<file path="src/include/cibx_pkg.sv">
// Shared constants and types for the core integer and branch execute block.
// Assumes a 32-bit APB slave with byte addresses and one word per register.
package cibx_pkg;
	localparam int unsigned CIBX_DW        = 32;
	localparam int unsigned CIBX_AW        = 8;
	// Register byte offsets
	localparam logic [7:0] CIBX_OFF_CMD    = 8'h00;
	localparam logic [7:0] CIBX_OFF_SRC1   = 8'h04;
	localparam logic [7:0] CIBX_OFF_SRC2   = 8'h08;
	localparam logic [7:0] CIBX_OFF_PC     = 8'h0C;
	localparam logic [7:0] CIBX_OFF_FREG   = 8'h10;
	localparam logic [7:0] CIBX_OFF_MERGE  = 8'h14;
	localparam logic [7:0] CIBX_OFF_FLAGS  = 8'h18;
	localparam logic [7:0] CIBX_OFF_RESULT = 8'h1C;
	localparam logic [7:0] CIBX_OFF_LINK   = 8'h20;
	localparam logic [7:0] CIBX_OFF_NPC    = 8'h24;
	localparam logic [7:0] CIBX_OFF_SEQ    = 8'h28;
	// Command word fields
	localparam int unsigned CIBX_CMD_OP_LSB  = 0;
	localparam int unsigned CIBX_CMD_OP_W    = 5;
	localparam int unsigned CIBX_CMD_IMM_BIT = 5;
	localparam int unsigned CIBX_CMD_K_LSB   = 6;
	localparam int unsigned CIBX_LONG_W      = 26;
	localparam int unsigned CIBX_SHORT_W     = 16;
	localparam int unsigned CIBX_IMM_W       = 16;
	localparam int unsigned CIBX_SCMP_W      = 5;
	localparam int unsigned CIBX_ZFIELD_W    = 32;
	// Flag register fields
	localparam int unsigned CIBX_FLG_COND  = 0;
	localparam int unsigned CIBX_FLG_OVF   = 1;
	localparam int unsigned CIBX_FLG_LOOP  = 2;
	localparam int unsigned CIBX_FLG_DSW   = 3;
	localparam int unsigned CIBX_FLG_DUAL  = 4;
	localparam int unsigned CIBX_FLG_TRAP  = 5;
	localparam int unsigned CIBX_FLG_MODE  = 6;
	localparam int unsigned CIBX_FLG_W     = 7;
	// Sequencing status fields
	localparam int unsigned CIBX_SEQ_REDIR = 0;
	localparam int unsigned CIBX_SEQ_SLOT  = 1;
	localparam int unsigned CIBX_SEQ_ANNUL = 2;
	localparam int unsigned CIBX_SEQ_ILL   = 3;
	localparam int unsigned CIBX_SEQ_W     = 4;
	// Reset values and address steps
	localparam logic [31:0] CIBX_RST_WORD  = 32'h00000000;
	localparam logic [31:0] CIBX_INSN_STEP = 32'h00000004;
	localparam logic [1:0]  CIBX_SW_COUNT  = 2'h2;
	typedef enum logic [4:0] {
		OP_NOP, OP_SIGNED_ADD, OP_AND, OP_AND_HIGH, OP_AND_COMPLEMENT, OP_AND_COMPLEMENT_HIGH,
		OP_BRANCH_ON_SET, OP_BRANCH_ON_SET_TAKEN, OP_BRANCH_ON_CLEAR, OP_BRANCH_ON_CLEAR_TAKEN,
		OP_LOOP_ADD, OP_DIRECT_JUMP, OP_INDIRECT_JUMP, OP_SUBROUTINE_JUMP, OP_INDIRECT_SUBROUTINE_JUMP,
		OP_BRANCH_IF_EQUAL, OP_BRANCH_IF_UNEQUAL, OP_FLOAT_LOAD_INC, OP_FLOAT_STORE_INC,
		OP_MERGE_OR, OP_ZCHECK_WIDE, OP_FLOAT_TO_INT, OP_FLOAT_NOP
	} cibx_op_t;
endpackage : cibx_pkg

</file>
<file path="src/include/cibx_alu_if.sv">
// Operand and result bundle between the execute core and its datapath.
// Assumes the core drives operands combinationally in the issuing cycle.
`timescale 1ns/1ps
interface cibx_alu_if;
	import cibx_pkg::*;
	cibx_op_t               op;
	logic                   imm_sel;
	logic [CIBX_LONG_W-1:0] kfield;
	logic [31:0]            src1;
	logic [31:0]            src2;
	logic [31:0]            merge;
	logic [31:0]            freg;
	logic [31:0]            result;
	logic [31:0]            sum;
	logic                   cond_new;
	logic                   cond_wr;
	logic                   ovf_new;
	logic                   loop_tmp;
	logic                   equal;
	modport alu  (input op, imm_sel, kfield, src1, src2, merge, freg,
		output result, sum, cond_new, cond_wr, ovf_new, loop_tmp, equal);
	modport core (output op, imm_sel, kfield, src1, src2, merge, freg,
		input result, sum, cond_new, cond_wr, ovf_new, loop_tmp, equal);
endinterface : cibx_alu_if

</file>
<file path="src/hw/cibx_target.sv">
// Relative branch target adder for one offset width.
// Assumes the instruction address is word aligned.
`timescale 1ns/1ps
module cibx_target
	import cibx_pkg::*;
#(
	parameter int unsigned OFF_W = CIBX_LONG_W
) (
	input  wire logic [31:0]      insn_addr,
	input  wire logic [OFF_W-1:0] offset,
	output logic      [31:0]      target
);
	logic [31:0] disp;

	// Word offset scaled by four and sign-extended
	assign disp   = {{(30 - OFF_W){offset[OFF_W-1]}}, offset, 2'b00};
	assign target = insn_addr + CIBX_INSN_STEP + disp;
endmodule : cibx_target

</file>
<file path="src/hw/cibx_alu.sv">
// Combinational datapath: operand shaping, add, logic, merge and minimum.
// Assumes the core samples every output in the same cycle it drives the operands.
`timescale 1ns/1ps
module cibx_alu
	import cibx_pkg::*;
(
	cibx_alu_if.alu bus
);
	logic [31:0] opa;
	logic [31:0] hi_k;
	logic [31:0] neg_a;
	logic [32:0] sum33;
	logic [31:0] low31;
	logic [31:0] zmin;
	logic        lt_neg;

	// Immediate shaping depends on the operation family
	always_comb begin
		opa = bus.src1;
		if (bus.imm_sel) begin
			case (bus.op)
				OP_SIGNED_ADD:                        opa = {{16{bus.kfield[15]}}, bus.kfield[15:0]};
				OP_AND, OP_AND_COMPLEMENT:            opa = {16'h0000, bus.kfield[15:0]};
				OP_BRANCH_IF_EQUAL, OP_BRANCH_IF_UNEQUAL: opa = {27'h0000000, bus.kfield[CIBX_SCMP_W-1:0]};
				default:                              opa = bus.src1;
			endcase
		end
	end

	// Carries out of bits 30 and 31 and the signed compare against the negation
	assign hi_k   = {bus.kfield[CIBX_IMM_W-1:0], 16'h0000};
	assign sum33  = {1'b0, opa} + {1'b0, bus.src2};
	assign low31  = {1'b0, opa[30:0]} + {1'b0, bus.src2[30:0]};
	assign neg_a  = ~opa + 32'h00000001;
	assign lt_neg = $signed(bus.src2) < $signed(neg_a);
	assign bus.sum      = sum33[31:0];
	assign bus.ovf_new  = sum33[32] ^ low31[31];
	assign bus.loop_tmp = ~lt_neg;
	assign bus.equal    = (opa == bus.src2);

	// Per-field unsigned minimum; fields narrower than a word repeat here
	genvar f;
	generate
		for (f = 0; f < 32 / CIBX_ZFIELD_W; f++) begin : g_zf
			assign zmin[f*CIBX_ZFIELD_W +: CIBX_ZFIELD_W] =
				(bus.src2[f*CIBX_ZFIELD_W +: CIBX_ZFIELD_W] <= opa[f*CIBX_ZFIELD_W +: CIBX_ZFIELD_W]) ?
				bus.src2[f*CIBX_ZFIELD_W +: CIBX_ZFIELD_W] : opa[f*CIBX_ZFIELD_W +: CIBX_ZFIELD_W];
		end
	endgenerate

	// Result selection and condition flag update
	always_comb begin
		bus.result   = 32'h00000000;
		bus.cond_wr  = 1'b0;
		bus.cond_new = 1'b0;
		case (bus.op)
			OP_SIGNED_ADD: begin
				bus.result   = sum33[31:0];
				bus.cond_wr  = 1'b1;
				bus.cond_new = lt_neg;
			end
			OP_AND, OP_AND_HIGH, OP_AND_COMPLEMENT, OP_AND_COMPLEMENT_HIGH: begin
				case (bus.op)
					OP_AND:            bus.result = opa & bus.src2;
					OP_AND_HIGH:       bus.result = hi_k & bus.src2;
					OP_AND_COMPLEMENT: bus.result = ~opa & bus.src2;
					default:           bus.result = ~hi_k & bus.src2;
				endcase
				bus.cond_wr  = 1'b1;
				bus.cond_new = (bus.result == 32'h00000000);
			end
			OP_FLOAT_LOAD_INC, OP_FLOAT_STORE_INC: bus.result = sum33[31:0];
			OP_MERGE_OR:     bus.result = bus.src1 | bus.merge;
			OP_ZCHECK_WIDE:  bus.result = zmin;
			OP_FLOAT_TO_INT: bus.result = bus.freg;
			default:         bus.result = 32'h00000000;
		endcase
	end
endmodule : cibx_alu

</file>
<file path="src/hw/cibx_core.sv">
// Core integer and branch execute block with an APB register front end.
// Assumes the issue side writes operands first and then the command word,
// which executes the operation at the edge that completes that write.
//
// Overview of operation
// - Signed add writes the sum; overflow is carry31 differing from carry30.
// - Signed add sets condition when src2 is below the negated src1.
// - Every logical operation sets condition exactly when its result is zero.
// - High variants shift constant left sixteen; complement variants invert it after the shift.
// - Plain conditional branches jump on set or clear, else fall through.
// - Taken branch on set runs one slot then jumps, else annuls next.
// - Taken branch on clear mirrors that, testing the flag for zero.
// - Loop add forms temporary flag from signed compare and writes sum to src2.
// - Trap return indirect jump steps instruction mode per switch and dual flags.
// - Autoincrement float load and store write effective address back to src2.
// - Merge OR writes src1 OR accumulator, then clears the accumulator.
// - Wide Z check writes unsigned per-field minimum, then clears the accumulator.
// - Float to integer transfer copies the float source unchanged.
// - Float no-operation leaves result, operands and all flags but mode untouched; only next address, sequencing status and a pending mode countdown update.
// - Target is offset times four, sign-extended, plus instruction address plus four.
// - Long offset is signed 26 bits, short offset signed 16 bits.
// - Sixteen-bit immediate is sign-extended for add, zero-extended for logic.
// - Compare branches take a register or a zero-extended five-bit immediate.
`timescale 1ns/1ps
module cibx_core
	import cibx_pkg::*;
(
	input  wire logic                        pclk,
	input  wire logic                        presetn,
	input  wire logic                        psel,
	input  wire logic                        penable,
	input  wire logic                        pwrite,
	input  wire logic [cibx_pkg::CIBX_AW-1:0] paddr,
	input  wire logic [31:0]                 pwdata,
	output logic      [31:0]                 prdata,
	output logic                             pready,
	output logic                             pslverr
);
	import cibx_pkg::*;

	cibx_alu_if alu_bus ();

	logic                  pready_q;
	logic [31:0]           prdata_q;
	logic                  pslverr_q;
	logic [31:0]           cmd_q;
	logic [31:0]           src1_q;
	logic [31:0]           src2_q;
	logic [31:0]           pc_q;
	logic [31:0]           freg_q;
	logic [31:0]           merge_q;
	logic [31:0]           result_q;
	logic [31:0]           link_q;
	logic [31:0]           npc_q;
	logic [CIBX_SEQ_W-1:0] seq_q;
	logic                  cond_q;
	logic                  ovf_q;
	logic                  loop_q;
	logic                  dsw_q;
	logic                  dual_q;
	logic                  trap_q;
	logic                  mode_q;
	logic                  pend_mode_q;
	logic [1:0]            pend_cnt_q;
	logic                  acc;
	logic                  wr_acc;
	logic                  exec;
	cibx_op_t              op_w;
	logic [31:0]           long_tgt;
	logic [31:0]           short_tgt;
	logic [31:0]           npc_d;
	logic [CIBX_SEQ_W-1:0] seq_d;
	logic [31:0]           rd_d;

	// Address decode shared by the read mux and the write strobes
	function automatic logic mapped(input logic [CIBX_AW-1:0] a);
		mapped = (a <= CIBX_OFF_SEQ) && (a[1:0] == 2'b00);
	endfunction : mapped

	assign acc    = psel & penable & pready_q;
	assign wr_acc = acc & pwrite & mapped(paddr);
	assign exec   = wr_acc & (paddr == CIBX_OFF_CMD);
	assign op_w   = cibx_op_t'(pwdata[CIBX_CMD_OP_LSB +: CIBX_CMD_OP_W]);

	// Datapath opcode and constant come straight from the command word being written; operands come from registers
	assign alu_bus.op      = op_w;
	assign alu_bus.imm_sel = pwdata[CIBX_CMD_IMM_BIT];
	assign alu_bus.kfield  = pwdata[CIBX_CMD_K_LSB +: CIBX_LONG_W];
	assign alu_bus.src1    = src1_q;
	assign alu_bus.src2    = src2_q;
	assign alu_bus.merge   = merge_q;
	assign alu_bus.freg    = freg_q;

	cibx_alu u_alu (
		.bus (alu_bus.alu)
	);

	cibx_target #(.OFF_W(CIBX_LONG_W)) u_long (
		.insn_addr (pc_q),
		.offset    (pwdata[CIBX_CMD_K_LSB +: CIBX_LONG_W]),
		.target    (long_tgt)
	);

	cibx_target #(.OFF_W(CIBX_SHORT_W)) u_short (
		.insn_addr (pc_q),
		.offset    (pwdata[CIBX_CMD_K_LSB +: CIBX_SHORT_W]),
		.target    (short_tgt)
	);

	// Sequencing decision: next fetch address, delay slot and annul
	always_comb begin
		npc_d = pc_q + CIBX_INSN_STEP;
		seq_d = '0;
		unique case (op_w)
			OP_BRANCH_ON_SET, OP_BRANCH_ON_CLEAR: begin
				if (cond_q == (op_w == OP_BRANCH_ON_SET)) begin
					npc_d = long_tgt;
					seq_d[CIBX_SEQ_REDIR] = 1'b1;
				end
			end
			OP_BRANCH_ON_SET_TAKEN, OP_BRANCH_ON_CLEAR_TAKEN: begin
				if (cond_q == (op_w == OP_BRANCH_ON_SET_TAKEN)) begin
					npc_d = long_tgt;
					seq_d[CIBX_SEQ_REDIR] = 1'b1;
					seq_d[CIBX_SEQ_SLOT]  = 1'b1;
				end else begin
					seq_d[CIBX_SEQ_ANNUL] = 1'b1;
				end
			end
			OP_LOOP_ADD: begin
				seq_d[CIBX_SEQ_SLOT] = 1'b1;
				if (loop_q) begin
					npc_d = short_tgt;
					seq_d[CIBX_SEQ_REDIR] = 1'b1;
				end
			end
			OP_DIRECT_JUMP, OP_SUBROUTINE_JUMP: begin
				npc_d = long_tgt;
				seq_d[CIBX_SEQ_REDIR] = 1'b1;
				seq_d[CIBX_SEQ_SLOT]  = 1'b1;
			end
			OP_INDIRECT_JUMP, OP_INDIRECT_SUBROUTINE_JUMP: begin
				npc_d = src1_q;
				seq_d[CIBX_SEQ_REDIR] = 1'b1;
				seq_d[CIBX_SEQ_SLOT]  = 1'b1;
			end
			OP_BRANCH_IF_EQUAL, OP_BRANCH_IF_UNEQUAL: begin
				if (alu_bus.equal == (op_w == OP_BRANCH_IF_EQUAL)) begin
					npc_d = short_tgt;
					seq_d[CIBX_SEQ_REDIR] = 1'b1;
				end
			end
			OP_NOP, OP_SIGNED_ADD, OP_AND, OP_AND_HIGH, OP_AND_COMPLEMENT, OP_AND_COMPLEMENT_HIGH,
			OP_FLOAT_LOAD_INC, OP_FLOAT_STORE_INC, OP_MERGE_OR, OP_ZCHECK_WIDE, OP_FLOAT_TO_INT,
			OP_FLOAT_NOP: begin
				npc_d = pc_q + CIBX_INSN_STEP;
			end
			default: seq_d[CIBX_SEQ_ILL] = 1'b1;                             // Unassigned opcode
		endcase
	end

	// APB handshake: one wait state, so every access completes in its second access cycle
	always_ff @(posedge pclk or negedge presetn) begin
		if (!presetn) begin
			pready_q  <= 1'b0;
			pslverr_q <= 1'b0;
		end else begin
			pready_q  <= psel & penable & ~pready_q;
			pslverr_q <= psel & penable & ~pready_q & ~mapped(paddr);
		end
	end

	// Read data captured together with pready; unmapped reads return zero
	always_comb begin
		rd_d = 32'h00000000;
		if (mapped(paddr)) begin
			case (paddr)
				CIBX_OFF_CMD:    rd_d = cmd_q;
				CIBX_OFF_SRC1:   rd_d = src1_q;
				CIBX_OFF_SRC2:   rd_d = src2_q;
				CIBX_OFF_PC:     rd_d = pc_q;
				CIBX_OFF_FREG:   rd_d = freg_q;
				CIBX_OFF_MERGE:  rd_d = merge_q;
				CIBX_OFF_FLAGS:  rd_d = {25'h0000000, mode_q, trap_q, dual_q, dsw_q, loop_q, ovf_q, cond_q};
				CIBX_OFF_RESULT: rd_d = result_q;
				CIBX_OFF_LINK:   rd_d = link_q;
				CIBX_OFF_NPC:    rd_d = npc_q;
				CIBX_OFF_SEQ:    rd_d = {28'h0000000, seq_q};
				default:         rd_d = 32'h00000000;
			endcase
		end
	end

	always_ff @(posedge pclk or negedge presetn) begin
		if (!presetn) begin
			prdata_q <= CIBX_RST_WORD;
		end else if (psel & penable & ~pready_q & ~pwrite) begin
			prdata_q <= rd_d;
		end
	end

	// Operand registers: software writes, and autoincrement or loop add write src2 back
	always_ff @(posedge pclk or negedge presetn) begin
		if (!presetn) begin
			cmd_q   <= CIBX_RST_WORD;
			src1_q  <= CIBX_RST_WORD;
			src2_q  <= CIBX_RST_WORD;
			pc_q    <= CIBX_RST_WORD;
			freg_q  <= CIBX_RST_WORD;
			merge_q <= CIBX_RST_WORD;
		end else if (wr_acc) begin
			unique case (paddr)
				CIBX_OFF_CMD: begin
					cmd_q <= pwdata;
					if (op_w == OP_LOOP_ADD || op_w == OP_FLOAT_LOAD_INC || op_w == OP_FLOAT_STORE_INC)
						src2_q <= alu_bus.sum;
					if (op_w == OP_MERGE_OR || op_w == OP_ZCHECK_WIDE)
						merge_q <= CIBX_RST_WORD;
				end
				CIBX_OFF_SRC1:  src1_q  <= pwdata;
				CIBX_OFF_SRC2:  src2_q  <= pwdata;
				CIBX_OFF_PC:    pc_q    <= pwdata;
				CIBX_OFF_FREG:  freg_q  <= pwdata;
				CIBX_OFF_MERGE: merge_q <= pwdata;
				default: ;                                                   // Flags written in the flag block; other words read-only
			endcase
		end
	end

	// Execution results; the float no-operation and branches leave result untouched
	always_ff @(posedge pclk or negedge presetn) begin
		if (!presetn) begin
			result_q <= CIBX_RST_WORD;
			link_q   <= CIBX_RST_WORD;
			npc_q    <= CIBX_RST_WORD;
			seq_q    <= '0;
		end else if (exec) begin
			npc_q <= npc_d;
			seq_q <= seq_d;
			case (op_w)
				OP_SIGNED_ADD, OP_AND, OP_AND_HIGH, OP_AND_COMPLEMENT, OP_AND_COMPLEMENT_HIGH,
				OP_FLOAT_LOAD_INC, OP_FLOAT_STORE_INC, OP_MERGE_OR, OP_ZCHECK_WIDE, OP_FLOAT_TO_INT:
					result_q <= alu_bus.result;
				OP_SUBROUTINE_JUMP, OP_INDIRECT_SUBROUTINE_JUMP:
					link_q <= pc_q + CIBX_INSN_STEP + CIBX_INSN_STEP;
				default: ;
			endcase
		end
	end

	// Condition, overflow and loop flags; software may also write them directly
	always_ff @(posedge pclk or negedge presetn) begin
		if (!presetn) begin
			cond_q <= 1'b0;
			ovf_q  <= 1'b0;
			loop_q <= 1'b0;
			dsw_q  <= 1'b0;
			dual_q <= 1'b0;
			trap_q <= 1'b0;
		end else if (exec) begin
			if (alu_bus.cond_wr)
				cond_q <= alu_bus.cond_new;
			if (op_w == OP_SIGNED_ADD)
				ovf_q <= alu_bus.ovf_new;
			if (op_w == OP_LOOP_ADD)
				loop_q <= alu_bus.loop_tmp;
			if (op_w == OP_INDIRECT_JUMP)
				trap_q <= 1'b0;                                              // Return clears trap state
		end else if (wr_acc && paddr == CIBX_OFF_FLAGS) begin
			cond_q <= pwdata[CIBX_FLG_COND];
			ovf_q  <= pwdata[CIBX_FLG_OVF];
			loop_q <= pwdata[CIBX_FLG_LOOP];
			dsw_q  <= pwdata[CIBX_FLG_DSW];
			dual_q <= pwdata[CIBX_FLG_DUAL];
			trap_q <= pwdata[CIBX_FLG_TRAP];
		end
	end

	// Instruction mode: a trap return schedules a switch after a count of instructions
	always_ff @(posedge pclk or negedge presetn) begin
		if (!presetn) begin
			mode_q      <= 1'b0;
			pend_mode_q <= 1'b0;
			pend_cnt_q  <= 2'h0;
		end else if (exec) begin
			if (op_w == OP_INDIRECT_JUMP && trap_q) begin
				if (dsw_q) begin
					mode_q      <= dual_q;
					pend_mode_q <= ~dual_q;
					pend_cnt_q  <= 2'h1;
				end else begin
					mode_q      <= dual_q;
					pend_mode_q <= dual_q;
					pend_cnt_q  <= CIBX_SW_COUNT;
				end
			end else if (pend_cnt_q != 2'h0) begin
				pend_cnt_q <= pend_cnt_q - 2'h1;
				if (pend_cnt_q == 2'h1)
					mode_q <= pend_mode_q;
			end
		end
	end

	assign pready  = pready_q;
	assign prdata  = prdata_q;
	assign pslverr = pslverr_q;
endmodule : cibx_core

</file>
<file path="config.mk">
export PLATFORM = sky130hd
export DESIGN_NAME = cibx_core
export DESIGN_NICKNAME = d
export VERILOG_FILES = /design/src/include/cibx_pkg.sv /design/src/include/cibx_alu_if.sv /design/src/hw/cibx_target.sv /design/src/hw/cibx_alu.sv /design/src/hw/cibx_core.sv
export SDC_FILE = /design/constraint.sdc
export NUM_CORES = 1
export LEC_CHECK = 0
export BUFFER_PORTS_ARGS = -buffer_cell sky130_fd_sc_hd__buf_2
export CAP_MARGIN = 20
export CORE_MARGIN = 5
export CORE_UTILIZATION = 60
export CTS_CLUSTER_DIAMETER = 200
export CTS_CLUSTER_SIZE = 14
export DETAILED_ROUTE_END_ITERATION = 8
export GPL_TIMING_DRIVEN = 1
export PLACE_DENSITY = 0.77
export SETUP_SLACK_MARGIN = 0.1
export SYNTH_ARGS = -nofsm -noshare
export SYNTH_HDL_FRONTEND = slang
export SYNTH_SLANG_ARGS = --single-unit
</file>
<file path="constraint.sdc">
create_clock -name pclk -period 8.6 [get_ports pclk]
set_clock_uncertainty 0.1 [all_clocks]
set_input_delay 1.72 -clock pclk [delete_from_list [all_inputs] [get_ports pclk]]
set_output_delay 1.72 -clock pclk [all_outputs]
set_load 0.01 [all_outputs]
</file>
# Yosys cells after proc, flatten, opt, wreduce, memory -nomap -nowiden
# Cells that the tools add are included.
# totals
in_bits	45
elab_cells	191
reg_bits	336
memories	0
mem_bits_rw	0
out_inout_bits	34
latchBits	0
rom_bits	0
# classes
order_cmp	3
n_addsub	8
shifts	0
n_mux	47
n_eq_ne	43
multipliers	0
n_bitwise	22
div_mod_pow	0
n_reduce_logical	46
# ops
op	count
32-bit case mux with 11 select lines	1
32-bit 2-to-1 mux	10
32-bit case mux with 3 select lines	2
32-bit case mux with 6 select lines	1
32-bit case mux with 5 select lines	1
32-bit bitwise AND	4
32-bit case mux with 2 select lines	2
32-bit by 3-bit adder with 32-bit output, second input constant	2
32-bit adder	2
32-bit inverter	2
5-bit by 4-bit == test with 1-bit output, second input constant	8
5-bit == test, second input constant	7
32-bit by 32-bit adder with 33-bit output	1
31-bit by 31-bit adder with 32-bit output	1
32-bit by 1-bit adder with 32-bit output, second input constant	1
32-bit == test	1
8-bit by 5-bit == test with 1-bit output, second input constant	4
32-bit <= comparator	1
32-bit zero test	1
32-bit < comparator	1
32-bit OR	1
2-bit AND reduction	13
8-bit by 6-bit == test with 1-bit output, second input constant	3
1-bit 2-to-1 mux	23
other kinds (30)	76

# Logic depth before layout (Yosys ltp)
# logic_depth
ltp_word	12
mapped_depth	25
mapped_depth_nobuf	22

# By module
# A second synthesis with hierarchy kept.
# unflattened
cells_unflattened	3311
hier_area_um2	28127.0
# modules_own_cells
module	n_inst	seq_area_each_um2	cells_each	area_each_um2
cibx_core	1	8408.1	1664	16808.6
cibx_alu	1	0.0	1134	7423.4
cibx_target (u_long)	1	0.0	253	1953.1
cibx_target (u_short)	1	0.0	260	1941.9

# Worst setup path before layout
# OpenSTA, ideal clock, no wires.
# synth_path
kind	input to register
start	in pwdata[1]
end	reg loop_q
setup_ns	0.123
path_slack_ns	2.056
required_time_ns	8.377
arrival_time_ns	6.321
n_path_buf	3
cell_stages	23
path_cell_list	buf_6 > or3_1 > buf_6 > nand3_4 > a31oi_4 > nand2b_4 > buf_2 > a21oi_2 > ha_1 > o21ai_0 > nor3_2 > nand3_2 > nor3b_2 > nor4b_2 > o31ai_1 > ha_1 > nand4_1 > or2_2 > nor3_1 > o2111ai_1 > o31ai_1 > xnor2_1 > o221a_2
# synth_between
elab_chain_len	10
word_cells_on_any_way	18
classes_between	add/sub: 1; order compare: 1; eq/ne: 7; mux: 4; bitwise: 2; reduce/logical: 3
# synth_rtl
element	line_no	rtl
start, declared	cibx_core.sv:34	input wire logic [31:0] pwdata,
5-bit by 4-bit == test with 1-bit output, or another cell as far along	cibx_alu.sv:21	case (bus.op)
2-bit OR reduction, on equally long branches	-	
32-bit case mux with 3 select lines	cibx_alu.sv:21	
32-bit 2-to-1 mux	cibx_alu.sv:20	if (bus.imm_sel) begin
32-bit inverter	cibx_alu.sv:34	assign neg_a = ~opa + 32'h00000001;
32-bit by 1-bit adder with 32-bit output	cibx_alu.sv:34	
32-bit < comparator	cibx_alu.sv:35	assign lt_neg = $signed(bus.src2) < $signed(neg_a);
1-bit inverter	cibx_alu.sv:38	assign bus.loop_tmp = ~lt_neg;
1-bit 2-to-1 mux	cibx_core.sv:265	if (op_w == OP_LOOP_ADD)
1-bit 2-to-1 mux	cibx_core.sv:260	end else if (exec) begin
end signal, assigned	cibx_core.sv:266	loop_q <= alu_bus.loop_tmp;
end signal, assigned	cibx_core.sv:272	loop_q <= pwdata[CIBX_FLG_LOOP];
end, declared	cibx_core.sv:58	logic loop_q;
# Several ways; a longest one is shown, not always the timed one. The select of a mux whose other input is x is not followed.
# A chain may end at the register's enable or synchronous reset.

# Worst setup path in the final report
# Same ends and word-level chain as after synthesis.

==> results.json <==
{
  "avgSynthCellArea_um2": 8.490,
  "drtIter0Drc": 4185,
  "design.final.nets": 3119,
  "clock_latency_ns": 0.60,
  "hpwl_um": 73000,
  "required_ns": 9.05,
  "synth_edf_count": 0,
  "synth_top_family_by_area": "compound AO/OA/AOI/OAI gates",
  "cts-buffers-inserted": 27,
  "slew_violations": 0,
  "synth-xor-area-share": 0.05127,
  "initial_core_util": 0.6041,
  "avgViaCountPerCell": 7.258,
  "ys_seq_elements": 336,
  "drc_errors": 25,
  "hold_viol": 0,
  "synth_fa_ha_area_frac": 0.07186,
  "post_cts_buffers": 0,
  "first_pass_iters": 9,
  "grt_usage": 0.4145,
  "violations": "DRC",
  "end_kind": "flop",
  "cp_slowest_cell": "or3_1",
  "syn_nets": 3167,
  "io_pins": 79,
  "gr-total-overflow": 0,
  "worstPathArrival_ns": 7.77,
  "num_antenna_cells": 0,
  "cts_tree": "built",
  "path_clk_slew_ns": 0.10,
  "antenna_found_initial": 2,
  "leakage_nw": 12.19,
  "std_cell_rows": 75,
  "htreeDepth": 1,
  "port_buffers": 78,
  "wl_per_cell_um": 28.72,
  "final.fill_count": 3586,
  "cts_sinks": 336,
  "die_h_um": 215.3,
  "ys_seq_area_frac": 0.3326,
  "setup_violations": 0,
  "cts_hold_buf": 0,
  "finalSetupTns_ns": 0,
  "cpPeakStageDelay_ns": 0.57,
  "grt_pass1_vias": 23900,
  "path_buf_inv": 1,
  "grt_pass1_wl_um": 150200,
  "startpoint_type": "input port",
  "max_freq_ghz": 0.1367,
  "hp-class": "flop to flop",
  "rsz0062_at_grt": "false",
  "yosys.area_share.simple": 0.1855,
  "synth_area_um2": 25280,
  "antenna_left": 0,
  "drv_cap": 0,
  "wl_um": 99570,
  "async_reset_ff_frac": 1.000,
  "die-area_um2": 46340,
  "place_area_um2": 25990,
  "muxShareOfSynthArea": 0.07023,
  "synthCells": 2978,
  "powerDensity_nw_per_um2": 120.3,
  "vias": 25160,
  "finalPower_mw": 3.212,
  "cts_max_path_buffers": 3,
  "worst_pin_slew_ns": 1.105,
  "yosys.cell_types.count": 104,
  "min_period_ns": 7.318,
  "syn_to_final_growth_pct": 5.553,
  "grt_max_degree": 165,
  "cts-resized-gates": 0,
  "path_cells": "buf_2 > or3_1 > nand3_4 > a31oi_4 > nor2_2 > mux2i_1 > ha_1 > o21ai_0 > nor3_2 > nand3_2 > nor3b_2 > nor4b_2 > o31ai_1 > ha_1 > nand4_1 > or2_2 > nor3_1 > o2111ai_1 > o31ai_1 > xnor2_1 > o221a_2",
  "drive_gt1_frac": 0.1124,
  "final_cell_area_um2": 26690,
  "core-area_um2": 41850,
  "fin_util": 0.6376,
  "ys_warn_count": 0,
  "gp_congestion": 1.022,
  "status": "complete, but fails checks",
  "crit_family": "simple AND/OR/NAND/NOR gates",
  "vdd_drop_max_v": 0.0001431,
  "slew_headroom": 0.2564,
  "synth-main-ff-cell": "dfrtp_1",
  "synth_compound_area_frac": 0.2439,
  "cp_max_fo": 15,
  "root_buffer": "clkbuf_16",
  "min_period_over_period": 0.8509,
  "worstSetupPathType": "input port to flop",
  "die_w_um": 215.3
}
-- cells by family (layout without fill, tap and decap cells) --
family / count (synthesis) / count (layout)
compound gates: 920 / 920
xor+xnor: 148 / 148
fa+ha+maj: 144 / 144
buf+inv: 282 / 232
flops: 336 / 336
mux: 164 / 164
simple gates: 984 / 984
-- layer usage --
metal	track usage	share of wire
met5	0	0.00029
met4	0.1178	0.036
met3	0.1452	0.15
met2	0.5913	0.41
met1	0.5988	0.40
-- flip-flops by register name, indices dropped and copies added (netlist names), 2 cells and up --
register,count
alu_bus.freg,32
alu_bus.src2,32
npc_q,32
link_q,32
alu_bus.merge,32
alu_bus.src1,32
result_q,32
seq_q,4
pend_cnt_q,2
pc_q,32
cmd_q,32
prdata,32
-- placed cells by master, fill, tap and decap left out, types with 14 or more instances in the layout --
cell	instances
xor2_1	35
o21bai_1	15
o31ai_1	20
and3_1	24
a31oi_1	27
a21o_1	43
inv_1	77
buf_4	44
nand4_1	29
dfrtp_1	336
xnor2_1	113
a222oi_1	33
o22ai_1	15
a22o_1	19
ha_1	142
nor2_1	210
o211ai_1	21
a211oi_1	19
nand3_1	70
nor2b_1	22
o2111ai_1	24
a221oi_1	70
o21a_1	28
or3_1	14
a22oi_1	63
o21ai_0	222
buf_2	77
nand2_1	438
mux2_2	107
nand2b_1	22
a21oi_1	208
clkbuf_16	27
mux2i_1	57
nor3_1	41
-- worst paths after layout --
| path | start | endpoint | slack (ns) | cells after the start |
|---|---|---|---|---|
| min in group asynchronous | presetn | cmd_q[7] | 1.08 | 1 |
| worst max register to register | alu_bus.src1[3] | npc_q[31] | 3.16 | 14 |
| worst min register to register | cmd_q[19] | cmd_q[19] | 0.38 | 2 |
| worst max-delay path | pwdata[1] | loop_q | 1.28 | 21 |
| worst min-delay path | cmd_q[19] | cmd_q[19] | 0.38 | 2 |
| max in group asynchronous | presetn | alu_bus.src2[24] | 5.83 | 2 |
-- cells in the mapped netlist (all sizes together), types with 15 or more instances --
cell | instances | area share
and3 | 26 | 0.0064
clkbuf | 171 | 0.025
buf | 31 | 0.0074
a22oi | 65 | 0.020
nor3 | 47 | 0.010
a211oi | 19 | 0.0056
nand3 | 75 | 0.016
a21oi | 210 | 0.042
a221oi | 70 | 0.024
nand2 | 439 | 0.065
nor2b | 22 | 0.0054
o211ai | 21 | 0.0062
mux2i | 57 | 0.023
o31ai | 20 | 0.0059
a22o | 21 | 0.0080
a31oi | 28 | 0.0075
dfrtp | 336 | 0.33
o21ai | 232 | 0.046
nand4 | 33 | 0.0095
a21o | 43 | 0.013
o22ai | 16 | 0.0042
o2111ai | 24 | 0.0083
xnor2 | 113 | 0.039
mux2 | 107 | 0.048
ha | 142 | 0.070
o21a | 28 | 0.0083
a222oi | 33 | 0.013
inv | 79 | 0.012
nand2b | 23 | 0.0060
xor2 | 35 | 0.012
nor2 | 223 | 0.034
o21bai | 15 | 0.0045
-- area by class of cell --
type,instances,area [um2],area share
Sequential cell,336,8408,0.3151
Tap cell,539,674.4,0.02527
Inverter,80,300.3,0.01125
Multi-Input combinational cell,2360,15840,0.5936
Timing Repair Buffer,125,785.8,0.02944
Clock buffer,27,675.6,0.02532
-- through the flow --
stage	hold WS, ns	std cells	setup slack, ns
after floorplan	0.3457	2978	2.056
after global placement	0.3586	3438	0.9136
after detailed placement	0.3681	3439	0.7900
after CTS	0.3842	3466	1.391
after global routing	0.4092	3467	0.9511
final	0.3841	3467	1.282
-- power breakdown --
part | switching [mW] | leakage [nW] | internal [mW] | total (mW)
logic | 0.307 | 7.24 | 0.142 | 0.449
registers | 0.0175 | 4.61 | 1.61 | 1.63
clock network | 0.586 | 0.333 | 0.551 | 1.14
-- worst reg2reg max path, delay by kind of cell (launching register included) --
kind	cells	cell delay [ns]
flip-flops	1	0.56
AO/OA/AOI/OAI	5	1.25
buffers and inverters	1	0.23
adder cells (fa/ha/maj)	1	0.41
multiplexers	1	0.42
AND/OR/NAND/NOR	6	2.34
Note: power is estimated with default switching activity, not from simulation.
